<file path="src/rtl/coil_drive_regs.svh">
// Register offsets, field positions, reset values and timing counts
`ifndef COIL_DRIVE_REGS_SVH
`define COIL_DRIVE_REGS_SVH

// ==========================================================================
// Register map (byte addresses)
`define REG_CTRL        8'h00
`define REG_POSITION    8'h04
`define REG_OFFSET      8'h08
`define REG_ILIMIT      8'h0c
`define REG_AMPLITUDE   8'h10
`define REG_STATUS      8'h14
`define REG_FAULT       8'h18
`define REG_PHASE       8'h1c

// ==========================================================================
// Fields and reset values
`define CTRL_ENABLE_BIT   0
`define FLT_OVERTEMP_BIT  0
`define FLT_OVERCUR_A_BIT 1
`define FLT_OVERCUR_B_BIT 2
`define FLT_OPEN_A_BIT    3
`define FLT_OPEN_B_BIT    4
`define ILIMIT_RESET      12'h8ca
`define AMPLITUDE_RESET   8'hff

// ==========================================================================
// Timing
`define CLK_PERIOD_NS     10
`define PWM_FREQ_HZ       20000
`define PWM_PERIOD_CYC    (1000000000 / (`PWM_FREQ_HZ * `CLK_PERIOD_NS))
`define TICK_PERIOD_NS    100000
`define TICK_CYC          (`TICK_PERIOD_NS / `CLK_PERIOD_NS)
`define DIAG_TICKS        10

// ==========================================================================
// Duty, current and phase scaling
`define DUTY_MIN_PCT      5
`define DUTY_MAX_PCT      95
`define DUTY_MID_PCT      50
`define DUTY_MIN   ((`PWM_PERIOD_CYC * `DUTY_MIN_PCT) / 100)
`define DUTY_MAX   ((`PWM_PERIOD_CYC * `DUTY_MAX_PCT) / 100)
`define DUTY_MID   ((`PWM_PERIOD_CYC * `DUTY_MID_PCT) / 100)
`define I_MAX_MA          2250
`define SENSE_OFFSET_MV   2496
`define SENSE_GAIN_UV_MA  499
`define SENSE_RECIP  ((1024 * 1000) / `SENSE_GAIN_UV_MA)
`define OPEN_MA           100
`define OPEN_DELTA        1000
`define MAX_RATE_RADPS    70
`define PHASE_STEP_MAX \
  ((64'd`MAX_RATE_RADPS * 64'd65536 * 64'd1000 * 64'd`TICK_PERIOD_NS) \
   / (64'd6283 * 64'd1000000000))
`define ELEC_REV_X2       125

`endif

</file>
<file path="src/rtl/coil_drive_pkg.sv">
// Types shared by the coil drive logic
package coil_drive_pkg;
  typedef logic signed [13:0] duty_t;
  typedef logic        [21:0] phase_t;
  typedef enum logic [1:0] {
    DIAG_IDLE  = 2'b00,
    DIAG_COILA = 2'b01,
    DIAG_COILB = 2'b11
  } diag_state_t;
endpackage

</file>
<file path="src/rtl/sine_microstep_coil_drive.sv">
// Sine microstep two-coil stepper drive with register port
//
// The address map and the plain strobed port were chosen for this implementation.
`timescale 1ns/1ps
`default_nettype none
`include "coil_drive_regs.svh"

// Operation
// - Enable held high, brake held low
// - Duty clamped between five and ninety-five percent
// - Fifty percent duty means zero current
// - Direction high first, then low
// - Coil B lags coil A quarter period
// - One electrical period spans four steps
// - Full command equals 1.25 motor rotations
// - Electrical phase rate limited near 70 rad/s
// - Programmable peak current, at most 2.25 A
// - Position loop updates every 0.1 ms tick
// - Diagnostics slower, split into portions
// - Low overtemp input means thermal alarm
// - Sense value to current: offset plus gain
// - Each winding limited and checked separately
// - Calibration offset added to electrical phase
// - Offset full scale is one electrical revolution
module sine_microstep_coil_drive #(
  parameter int TICK_CYCLES = `TICK_CYC
) (
  input  wire logic        MCLK,                 // System clock, 100 MHz
  input  wire logic        RSTN,                 // Async reset, active low
  input  wire logic [7:0]  ADDR,                 // Register byte address
  input  wire logic [31:0] WDATA,                // Write data
  input  wire logic        WE,                   // Write strobe
  input  wire logic        RE,                   // Read strobe
  output logic      [31:0] RDATA,                // Read data, cycle after RE
  input  wire logic [11:0] COIL_CURRENT_SENSE_A, // Coil A sense, mV
  input  wire logic [11:0] COIL_CURRENT_SENSE_B, // Coil B sense, mV
  input  wire logic        OVERTEMP_WARNING_N,   // Driver warning, low=hot
  output logic             COIL_DUTY_A,          // Bridge A direction
  output logic             COIL_DUTY_B,          // Bridge B direction
  output logic             BRIDGE_ENABLE_LINE_A, // Bridge A enable
  output logic             BRIDGE_ENABLE_LINE_B, // Bridge B enable
  output logic             BRIDGE_BRAKE_LINE_A,  // Bridge A brake
  output logic             BRIDGE_BRAKE_LINE_B   // Bridge B brake
);

  localparam logic [12:0] PWM_LAST = 13'(`PWM_PERIOD_CYC - 1);
  localparam coil_drive_pkg::duty_t D_MIN = 14'(`DUTY_MIN);
  localparam coil_drive_pkg::duty_t D_MAX = 14'(`DUTY_MAX);
  localparam coil_drive_pkg::duty_t D_MID = 14'(`DUTY_MID);
  localparam logic [21:0] STEP_MAX = 22'(`PHASE_STEP_MAX);
  localparam logic [7:0] QTAB [0:16] = '{
    8'h00, 8'h19, 8'h32, 8'h4a, 8'h62, 8'h78, 8'h8e, 8'ha2, 8'hb4,
    8'hc5, 8'hd4, 8'he1, 8'hec, 8'hf4, 8'hfa, 8'hfe, 8'hff};

  // ========================================================================
  // Register file
  logic        enable_ff;
  logic [15:0] position_ff;
  logic [15:0] offset_ff;
  logic [11:0] ilimit_ff;
  logic [7:0]  amplitude_ff;
  logic [4:0]  fault_ff;
  logic [4:0]  fault_set;
  coil_drive_pkg::phase_t phase_ff;
  coil_drive_pkg::duty_t  duty_a_ff;
  coil_drive_pkg::duty_t  duty_b_ff;

  always_ff @(posedge MCLK or negedge RSTN)
  begin
    if (!RSTN)
    begin
      enable_ff    <= 1'b0;
      position_ff  <= 16'h0000;
      offset_ff    <= 16'h0000;
      ilimit_ff    <= `ILIMIT_RESET;
      amplitude_ff <= `AMPLITUDE_RESET;
    end
    else if (WE)
    begin
      unique case (ADDR)
        `REG_CTRL:      enable_ff    <= WDATA[`CTRL_ENABLE_BIT];
        `REG_POSITION:  position_ff  <= WDATA[15:0];
        `REG_OFFSET:    offset_ff    <= WDATA[15:0];
        `REG_ILIMIT:
          ilimit_ff <= (WDATA[11:0] > 12'(`I_MAX_MA)) ? 12'(`I_MAX_MA)
                                                       : WDATA[11:0];
        `REG_AMPLITUDE: amplitude_ff <= WDATA[7:0];
        default: ;
      endcase
    end
  end

  // Set wins over write-one-to-clear so no event is lost
  always_ff @(posedge MCLK or negedge RSTN)
  begin
    if (!RSTN)
      fault_ff <= 5'h00;
    else if (WE && ADDR == `REG_FAULT)
      fault_ff <= (fault_ff & ~WDATA[4:0]) | fault_set;
    else
      fault_ff <= fault_ff | fault_set;
  end

  always_ff @(posedge MCLK or negedge RSTN)
  begin
    if (!RSTN)
      RDATA <= 32'h0000_0000;
    else if (RE)
    begin
      unique case (ADDR)
        `REG_CTRL:      RDATA <= {31'h0, enable_ff};
        `REG_POSITION:  RDATA <= {16'h0, position_ff};
        `REG_OFFSET:    RDATA <= {16'h0, offset_ff};
        `REG_ILIMIT:    RDATA <= {20'h0, ilimit_ff};
        `REG_AMPLITUDE: RDATA <= {24'h0, amplitude_ff};
        `REG_STATUS:    RDATA <= {2'h0, 14'(duty_b_ff), 2'h0,
                                  14'(duty_a_ff)};
        `REG_FAULT:     RDATA <= {27'h0, fault_ff};
        `REG_PHASE:     RDATA <= {10'h0, phase_ff};
        default:        RDATA <= 32'h0000_0000;
      endcase
    end
  end

  // ========================================================================
  // Loop tick and PWM carrier
  logic [13:0] tick_cnt_ff;
  logic        tick_ff;
  logic [12:0] pwm_cnt_ff;

  always_ff @(posedge MCLK or negedge RSTN)
  begin
    if (!RSTN)
    begin
      tick_cnt_ff <= 14'h0000;
      tick_ff     <= 1'b0;
    end
    else if (tick_cnt_ff == 14'(TICK_CYCLES - 1))
    begin
      tick_cnt_ff <= 14'h0000;
      tick_ff     <= 1'b1;
    end
    else
    begin
      tick_cnt_ff <= tick_cnt_ff + 14'h0001;
      tick_ff     <= 1'b0;
    end
  end

  // 5000 counts per period gives over 12 bits of duty resolution
  always_ff @(posedge MCLK or negedge RSTN)
  begin
    if (!RSTN)
      pwm_cnt_ff <= 13'h0000;
    else if (pwm_cnt_ff == PWM_LAST)
      pwm_cnt_ff <= 13'h0000;
    else
      pwm_cnt_ff <= pwm_cnt_ff + 13'h0001;
  end

  // ========================================================================
  // Phase tracking with rate limit
  logic [22:0] target_prod;
  coil_drive_pkg::phase_t target;
  logic [15:0] elec_angle;

  assign target_prod = 23'(position_ff) * 23'(`ELEC_REV_X2);
  assign target      = target_prod[22:1];
  assign elec_angle  = phase_ff[15:0] + offset_ff;

  always_ff @(posedge MCLK or negedge RSTN)
  begin
    if (!RSTN)
      phase_ff <= 22'h000000;
    else if (tick_ff && enable_ff)
    begin
      if (target > phase_ff + STEP_MAX)
        phase_ff <= phase_ff + STEP_MAX;
      else if (phase_ff > target + STEP_MAX)
        phase_ff <= phase_ff - STEP_MAX;
      else
        phase_ff <= target;
    end
  end

  // ========================================================================
  // Sine table and coil demand
  function automatic logic signed [8:0] sine_of(input logic [5:0] idx);
    logic [7:0] mag;
    mag = idx[4] ? QTAB[5'd16 - {1'b0, idx[3:0]}] : QTAB[{1'b0, idx[3:0]}];
    sine_of = idx[5] ? -$signed({1'b0, mag}) : $signed({1'b0, mag});
  endfunction

  function automatic coil_drive_pkg::duty_t demand_of(
      input logic signed [8:0] s, input logic [7:0] amp);
    logic signed [21:0] p;
    logic signed [21:0] p9;
    coil_drive_pkg::duty_t d;
    p  = s * $signed({1'b0, amp});
    p9 = (p <<< 3) + p;
    d  = D_MID + 14'(p9 >>> 8);
    if (d < D_MIN)
      d = D_MIN;
    else if (d > D_MAX)
      d = D_MAX;
    demand_of = d;
  endfunction

  function automatic logic [12:0] current_ma(input logic [11:0] mv);
    logic signed [13:0] diff;
    logic signed [26:0] prod;
    logic signed [16:0] ma;
    diff = $signed({2'b00, mv}) - 14'sd`SENSE_OFFSET_MV;
    prod = diff * $signed(14'(`SENSE_RECIP));
    ma   = 17'(prod >>> 10);
    current_ma = (ma < 0) ? 13'(-ma) : 13'(ma);
  endfunction

  logic signed [8:0] sin_a;
  logic signed [8:0] sin_b;
  logic [7:0]  amp_eff;
  logic [12:0] cur_a;
  logic [12:0] cur_b;
  coil_drive_pkg::duty_t dem_a;
  coil_drive_pkg::duty_t dem_b;

  assign sin_a   = sine_of(elec_angle[15:10]);
  assign sin_b   = sine_of(elec_angle[15:10] - 6'h10);
  assign amp_eff = amplitude_ff;
  assign dem_a   = demand_of(sin_a, amp_eff);
  assign dem_b   = demand_of(sin_b, amp_eff);
  assign cur_a   = current_ma(COIL_CURRENT_SENSE_A);
  assign cur_b   = current_ma(COIL_CURRENT_SENSE_B);

  // Winding over its limit drops to zero drive for one tick
  always_ff @(posedge MCLK or negedge RSTN)
  begin
    if (!RSTN)
    begin
      duty_a_ff <= D_MID;
      duty_b_ff <= D_MID;
    end
    else if (!enable_ff)
    begin
      duty_a_ff <= D_MID;
      duty_b_ff <= D_MID;
    end
    else if (tick_ff)
    begin
      duty_a_ff <= (cur_a > {1'b0, ilimit_ff}) ? D_MID : dem_a;
      duty_b_ff <= (cur_b > {1'b0, ilimit_ff}) ? D_MID : dem_b;
    end
  end

  // ========================================================================
  // Bridge outputs; duty latched at period start to avoid runt pulses
  coil_drive_pkg::duty_t live_a_ff;
  coil_drive_pkg::duty_t live_b_ff;

  always_ff @(posedge MCLK or negedge RSTN)
  begin
    if (!RSTN)
    begin
      live_a_ff <= D_MID;
      live_b_ff <= D_MID;
    end
    else if (pwm_cnt_ff == PWM_LAST)
    begin
      live_a_ff <= duty_a_ff;
      live_b_ff <= duty_b_ff;
    end
  end

  always_ff @(posedge MCLK or negedge RSTN)
  begin
    if (!RSTN)
    begin
      COIL_DUTY_A          <= 1'b0;
      COIL_DUTY_B          <= 1'b0;
      BRIDGE_ENABLE_LINE_A <= 1'b0;
      BRIDGE_ENABLE_LINE_B <= 1'b0;
      BRIDGE_BRAKE_LINE_A  <= 1'b0;
      BRIDGE_BRAKE_LINE_B  <= 1'b0;
    end
    else
    begin
      COIL_DUTY_A          <= 14'(pwm_cnt_ff) < live_a_ff;
      COIL_DUTY_B          <= 14'(pwm_cnt_ff) < live_b_ff;
      BRIDGE_ENABLE_LINE_A <= 1'b1;
      BRIDGE_ENABLE_LINE_B <= 1'b1;
      BRIDGE_BRAKE_LINE_A  <= 1'b0;
      BRIDGE_BRAKE_LINE_B  <= 1'b0;
    end
  end

  // ========================================================================
  // Slow diagnostics, one winding per portion
  coil_drive_pkg::diag_state_t diag_ff;
  logic [3:0] diag_cnt_ff;
  logic       open_a;
  logic       open_b;

  always_ff @(posedge MCLK or negedge RSTN)
  begin
    if (!RSTN)
    begin
      diag_cnt_ff <= 4'h0;
      diag_ff     <= coil_drive_pkg::DIAG_IDLE;
    end
    else if (tick_ff)
    begin
      unique case (diag_ff)
        coil_drive_pkg::DIAG_IDLE:
          if (diag_cnt_ff == 4'(`DIAG_TICKS - 1))
          begin
            diag_cnt_ff <= 4'h0;
            diag_ff     <= coil_drive_pkg::DIAG_COILA;
          end
          else
            diag_cnt_ff <= diag_cnt_ff + 4'h1;
        coil_drive_pkg::DIAG_COILA:
          diag_ff <= coil_drive_pkg::DIAG_COILB;
        coil_drive_pkg::DIAG_COILB:
          diag_ff <= coil_drive_pkg::DIAG_IDLE;
        default:
          diag_ff <= coil_drive_pkg::DIAG_IDLE;
      endcase
    end
  end

  // Open coil: strong demand yet almost no current
  assign open_a = (duty_a_ff - D_MID > 14'sd`OPEN_DELTA ||
                   D_MID - duty_a_ff > 14'sd`OPEN_DELTA) &&
                  cur_a < 13'(`OPEN_MA);
  assign open_b = (duty_b_ff - D_MID > 14'sd`OPEN_DELTA ||
                   D_MID - duty_b_ff > 14'sd`OPEN_DELTA) &&
                  cur_b < 13'(`OPEN_MA);

  always_comb
  begin
    fault_set = 5'h00;
    fault_set[`FLT_OVERTEMP_BIT] = !OVERTEMP_WARNING_N;
    fault_set[`FLT_OVERCUR_A_BIT] = tick_ff && enable_ff &&
                                    cur_a > {1'b0, ilimit_ff};
    fault_set[`FLT_OVERCUR_B_BIT] = tick_ff && enable_ff &&
                                    cur_b > {1'b0, ilimit_ff};
    fault_set[`FLT_OPEN_A_BIT] = tick_ff && enable_ff && open_a &&
                      diag_ff == coil_drive_pkg::DIAG_COILA;
    fault_set[`FLT_OPEN_B_BIT] = tick_ff && enable_ff && open_b &&
                      diag_ff == coil_drive_pkg::DIAG_COILB;
  end
endmodule // sine_microstep_coil_drive
`default_nettype wire

</file>
<file path="config.mk">
export PLATFORM = sky130hd
export DESIGN_NAME = sine_microstep_coil_drive
export DESIGN_NICKNAME = d
export VERILOG_FILES = /design/src/rtl/coil_drive_pkg.sv /design/src/rtl/sine_microstep_coil_drive.sv
export VERILOG_INCLUDE_DIRS = /design/src /design/src/rtl
export SDC_FILE = /design/constraint.sdc
export NUM_CORES = 1
export LEC_CHECK = 0
export BUFFER_PORTS_ARGS = -buffer_cell sky130_fd_sc_hd__buf_2
export CORE_ASPECT_RATIO = 2
export CORE_UTILIZATION = 50
export CTS_BUF_LIST = sky130_fd_sc_hd__clkbuf_8
export CTS_CLUSTER_SIZE = 10
export DETAILED_ROUTE_END_ITERATION = 8
export GPL_TIMING_DRIVEN = 1
export PLACE_DENSITY_LB_ADDON = 0.05
export RECOVER_POWER = 50
export REMOVE_ABC_BUFFERS = 1
export SYNTH_ARGS = -nofsm -noshare
export SYNTH_HDL_FRONTEND = slang
export SYNTH_SLANG_ARGS = --single-unit
</file>
<file path="constraint.sdc">
create_clock -name MCLK -period 33.4 [get_ports MCLK]
set_input_delay 5.01 -clock MCLK [delete_from_list [all_inputs] [get_ports MCLK]]
set_output_delay 5.01 -clock MCLK [all_outputs]
set_load 0.1 [all_outputs]
</file>
==> summary.txt <==
Place WS -> 19.83 ns
Reg2Reg Setup Slack -> 19.72 ns
Post-synth EDFFs -> 0
Top-area cell type share of the netlist area -> 16.5%
Setup Buffers After CTS -> 0
Vias per cell -> 5.83
Vias in the first global route -> 24,100
CTS HTree Levels -> 1
Setup TNS -> 0 ns
CTS buffer count -> 30
Die Footprint -> 55,800 um^2
Number of clock sinks -> 203
Post-DP HPWL -> 61,700 um
Worst-margin pin slew -> 3.84 ns
#FFs+latches synth -> 203
Routed WL -> 76,000 um
Via count -> 22,800
Power share of the clock group -> 18.6%
TritonRoute pass-1 iters -> 7
Placed inst area -> 28,400 um^2
Slowest CP cell -> a31oi_1
Peak VDD IR -> 0.0290 mV
Post-route clock period utilization -> 40.9%
Ys Warns -> 0
Most used cell, CP -> inv_1
Number of I/O pins -> 107
Drc violations -> 0
Largest stage delay, worst path -> 0.69 ns
Final Instance Area -> 29,000 um^2
Area delta synth->final -> 5.72%
Max-slew violations -> 208
Die H -> 333 um
P_int -> 622 uW
Worst-path fanout max -> 11
Worst-case reg-to-reg path depth -> 47
Post-synth top flop -> dfrtp_1
Cell area after synthesis -> 27,400 um^2
Flop pwr share -> 22.9%
Switching Fraction -> 46.0%
Required time of the critical path -> 33.92 ns
Endpoints failing setup -> 0
Hold buffer count at cts -> 0
R2r endpoint -> duty_a_ff[0]
Violated checks -> capacitance limit, slew limit
Startpoint Class -> flop
RSZ-0062 raised after global routing -> no
Register area share after synthesis -> 18.7%
First-pass GRT wire length -> 123,000 um
Syn avg cell area -> 8.59 um^2
Core area -> 54,200 um^2
Switching pwr -> 529 uW
Port bufs -> 86
Pin count of the biggest net entering global routing -> 72
Synth area leader -> ha_1
Fraction of registers with async set/reset -> 100%
Power Density -> 39.7 nW/um^2
Row count -> 121
Leakage -> 0.0145 uW
TritonCTS clock tree -> built
Final layout net count -> 3,822
R2R Path Start -> phase_ff[5]
Share of cells above drive strength 1 -> 9.08%
Hold Fails Final Rpt -> 0
Avg WL per Cell -> 19.4 um
Clk_skew -> 0.0679 ns
Overflow after GRT -> 0
Post-route ant nets -> 0
Max_cap viols -> 3
Tot GR Track Use -> 27.7%
Hold EP -> tick_cnt_ff[0]
Cell variety after synth -> 107
Hold Crit Start -> tick_cnt_ff[0]
Post-synth top cells -> 384 x inv_1, 362 x ha_1, 260 x nand2_1
Tmin final -> 13.68 ns
Die width -> 168 um
Initial core utilization -> 50.5%
Setup CP Type -> reg -> reg
Hold Path Depth -> 1
Status -> finished, violations left
Setup ws final -> 19.72 ns
HP Class -> reg -> reg
Max-slew headroom at the worst pin -> -156%
Later-pin clock latency in the skew report -> 0.66 ns
Initial antenna violation count -> 1
Cells after synthesis -> 3,188
Fmax -> 73.1 MHz
Area contributors post-synth -> ha_1 17%, dfrtp_1 16%, fa_1 13%
Clock Path Buffers -> 3
Initial DRC Count -> 1,035
CTS resizes -> 0
Gate power share -> 58.5%
Worst setup EP type -> flop
Worst path arrival time -> 14.20 ns
Count leader, synth -> inv_1
Clock transition at path regs -> 0.08 ns
CTS Root Cell -> clkbuf_8
GPL Wtd Cong -> 0.913
[cells in the final DEF (no fill, tap or decap), types with 14 or more instances in the layout]
cell	n
a211oi_1	16
a21o_1	57
a21oi_1	188
a22o_1	17
a22oi_1	19
a31oi_1	17
and2_1	71
and3_1	25
buf_2	85
clkbuf_8	34
dfrtp_1	170
dfstp_2	33
fa_1	178
ha_1	362
inv_1	398
mux2_2	62
mux2i_1	30
nand2_1	260
nand2b_1	53
nand3_1	66
nand4_1	30
nor2_1	209
nor2b_1	57
nor3_1	68
nor4_1	16
o21a_1	25
o21ai_0	147
o21bai_1	14
o22ai_1	14
or2_2	15
or3_1	20
xnor2_1	143
xor2_1	93
[cell families (layout without fill, tap and decap cells)]
| group | Yosys count | count (layout) | synth area share [%] |
|---|---|---|---|
| and+or+nand+nor | 945 | 945 | 17.1 |
| AOI/OAI and AO/OA | 666 | 666 | 16.1 |
| adders and majority gates | 540 | 540 | 29.5 |
| buffers and inverters | 498 | 544 | 6.92 |
| xor gates and xnor gates | 239 | 239 | 7.75 |
| DFF | 203 | 203 | 18.7 |
| muxes | 95 | 95 | 3.86 |
| other | 2 | 6 | 0.0274 |
[sequential cells by signal (all words and copies together) (netlist names), 8 cells and up]
register	cells
position_ff	16
ilimit_ff	12
live_a_ff	14
tick_cnt_ff	14
offset_ff	16
RDATA	30
pwm_cnt_ff	13
amp_eff	8
live_b_ff	14
duty_a_ff	14
duty_b_ff	14
phase_ff	22
[metrics by stage]
| step | utilization [%] | cells | total power [uW] | hold WS, ns |
|---|---|---|---|---|
| 6_report | 53.4 | 3914 | 1150 | 0.456 |
| 5_1_grt | 53.4 | 3914 | 1240 | 0.485 |
| 4_1_cts | 53.5 | 3913 | 1160 | 0.459 |
| 3_5_place_dp | 52.3 | 3857 | 939 | 0.450 |
| 3_3_place_gp | 52.3 | 3857 | 922 | 0.447 |
| 2_1_floorplan | - | 3078 | 774 | 0.431 |
[worst max-delay path by stage]
stage	from	to	slack, ns
after global placement	phase_ff[5]	duty_a_ff[0]	20.02
after detailed placement	phase_ff[5]	duty_a_ff[0]	19.83
after CTS	phase_ff[5]	duty_a_ff[0]	19.77
after floorplan	COIL_CURRENT_SENSE_B[6]	duty_b_ff[7]	22.09
final	phase_ff[5]	duty_a_ff[0]	19.72
after global routing	phase_ff[6]	duty_a_ff[0]	18.69
[metal layers]
metal	global-route usage (%)	wire (um)	vias to the layer above	part of all wire, %
met3	1.96	2090	194	2.8
met2	55.7	42500	472	56
li1	-	-	11000	-
met1	27.8	27400	11200	36
met4	14.5	4040	0	5.3
met5	0	0	-	0
[cell type report]
cell class | count | area, um^2
inverter | 385 | 1450
sequential | 203 | 5120
fill | 5250 | 25200
clock inverter | 22 | 145
multi-input combinational | 2490 | 20400
antenna | 1 | 2.50
timing repair buffer | 103 | 542
tap | 676 | 846
clock buffer | 34 | 468
[power by group through the flow]
stage,sequential [uW],combinational [uW],clock [uW]
global route,264,749,228
global placement,267,654,0
finish,263,673,214
CTS,263,675,220
floorplan,270,504,0
detailed placement,268,671,0
[critical path: cells and delay by family (launching register included)]
kind,cells,cell delay [ns]
compound gates,16,4.85
xor+xnor,2,0.71
fa+ha+maj,9,3.74
buf+inv,6,0.52
flops,1,0.59
mux,2,0.27
simple gates,12,2.84
Power figures use the tool's default switching activity.
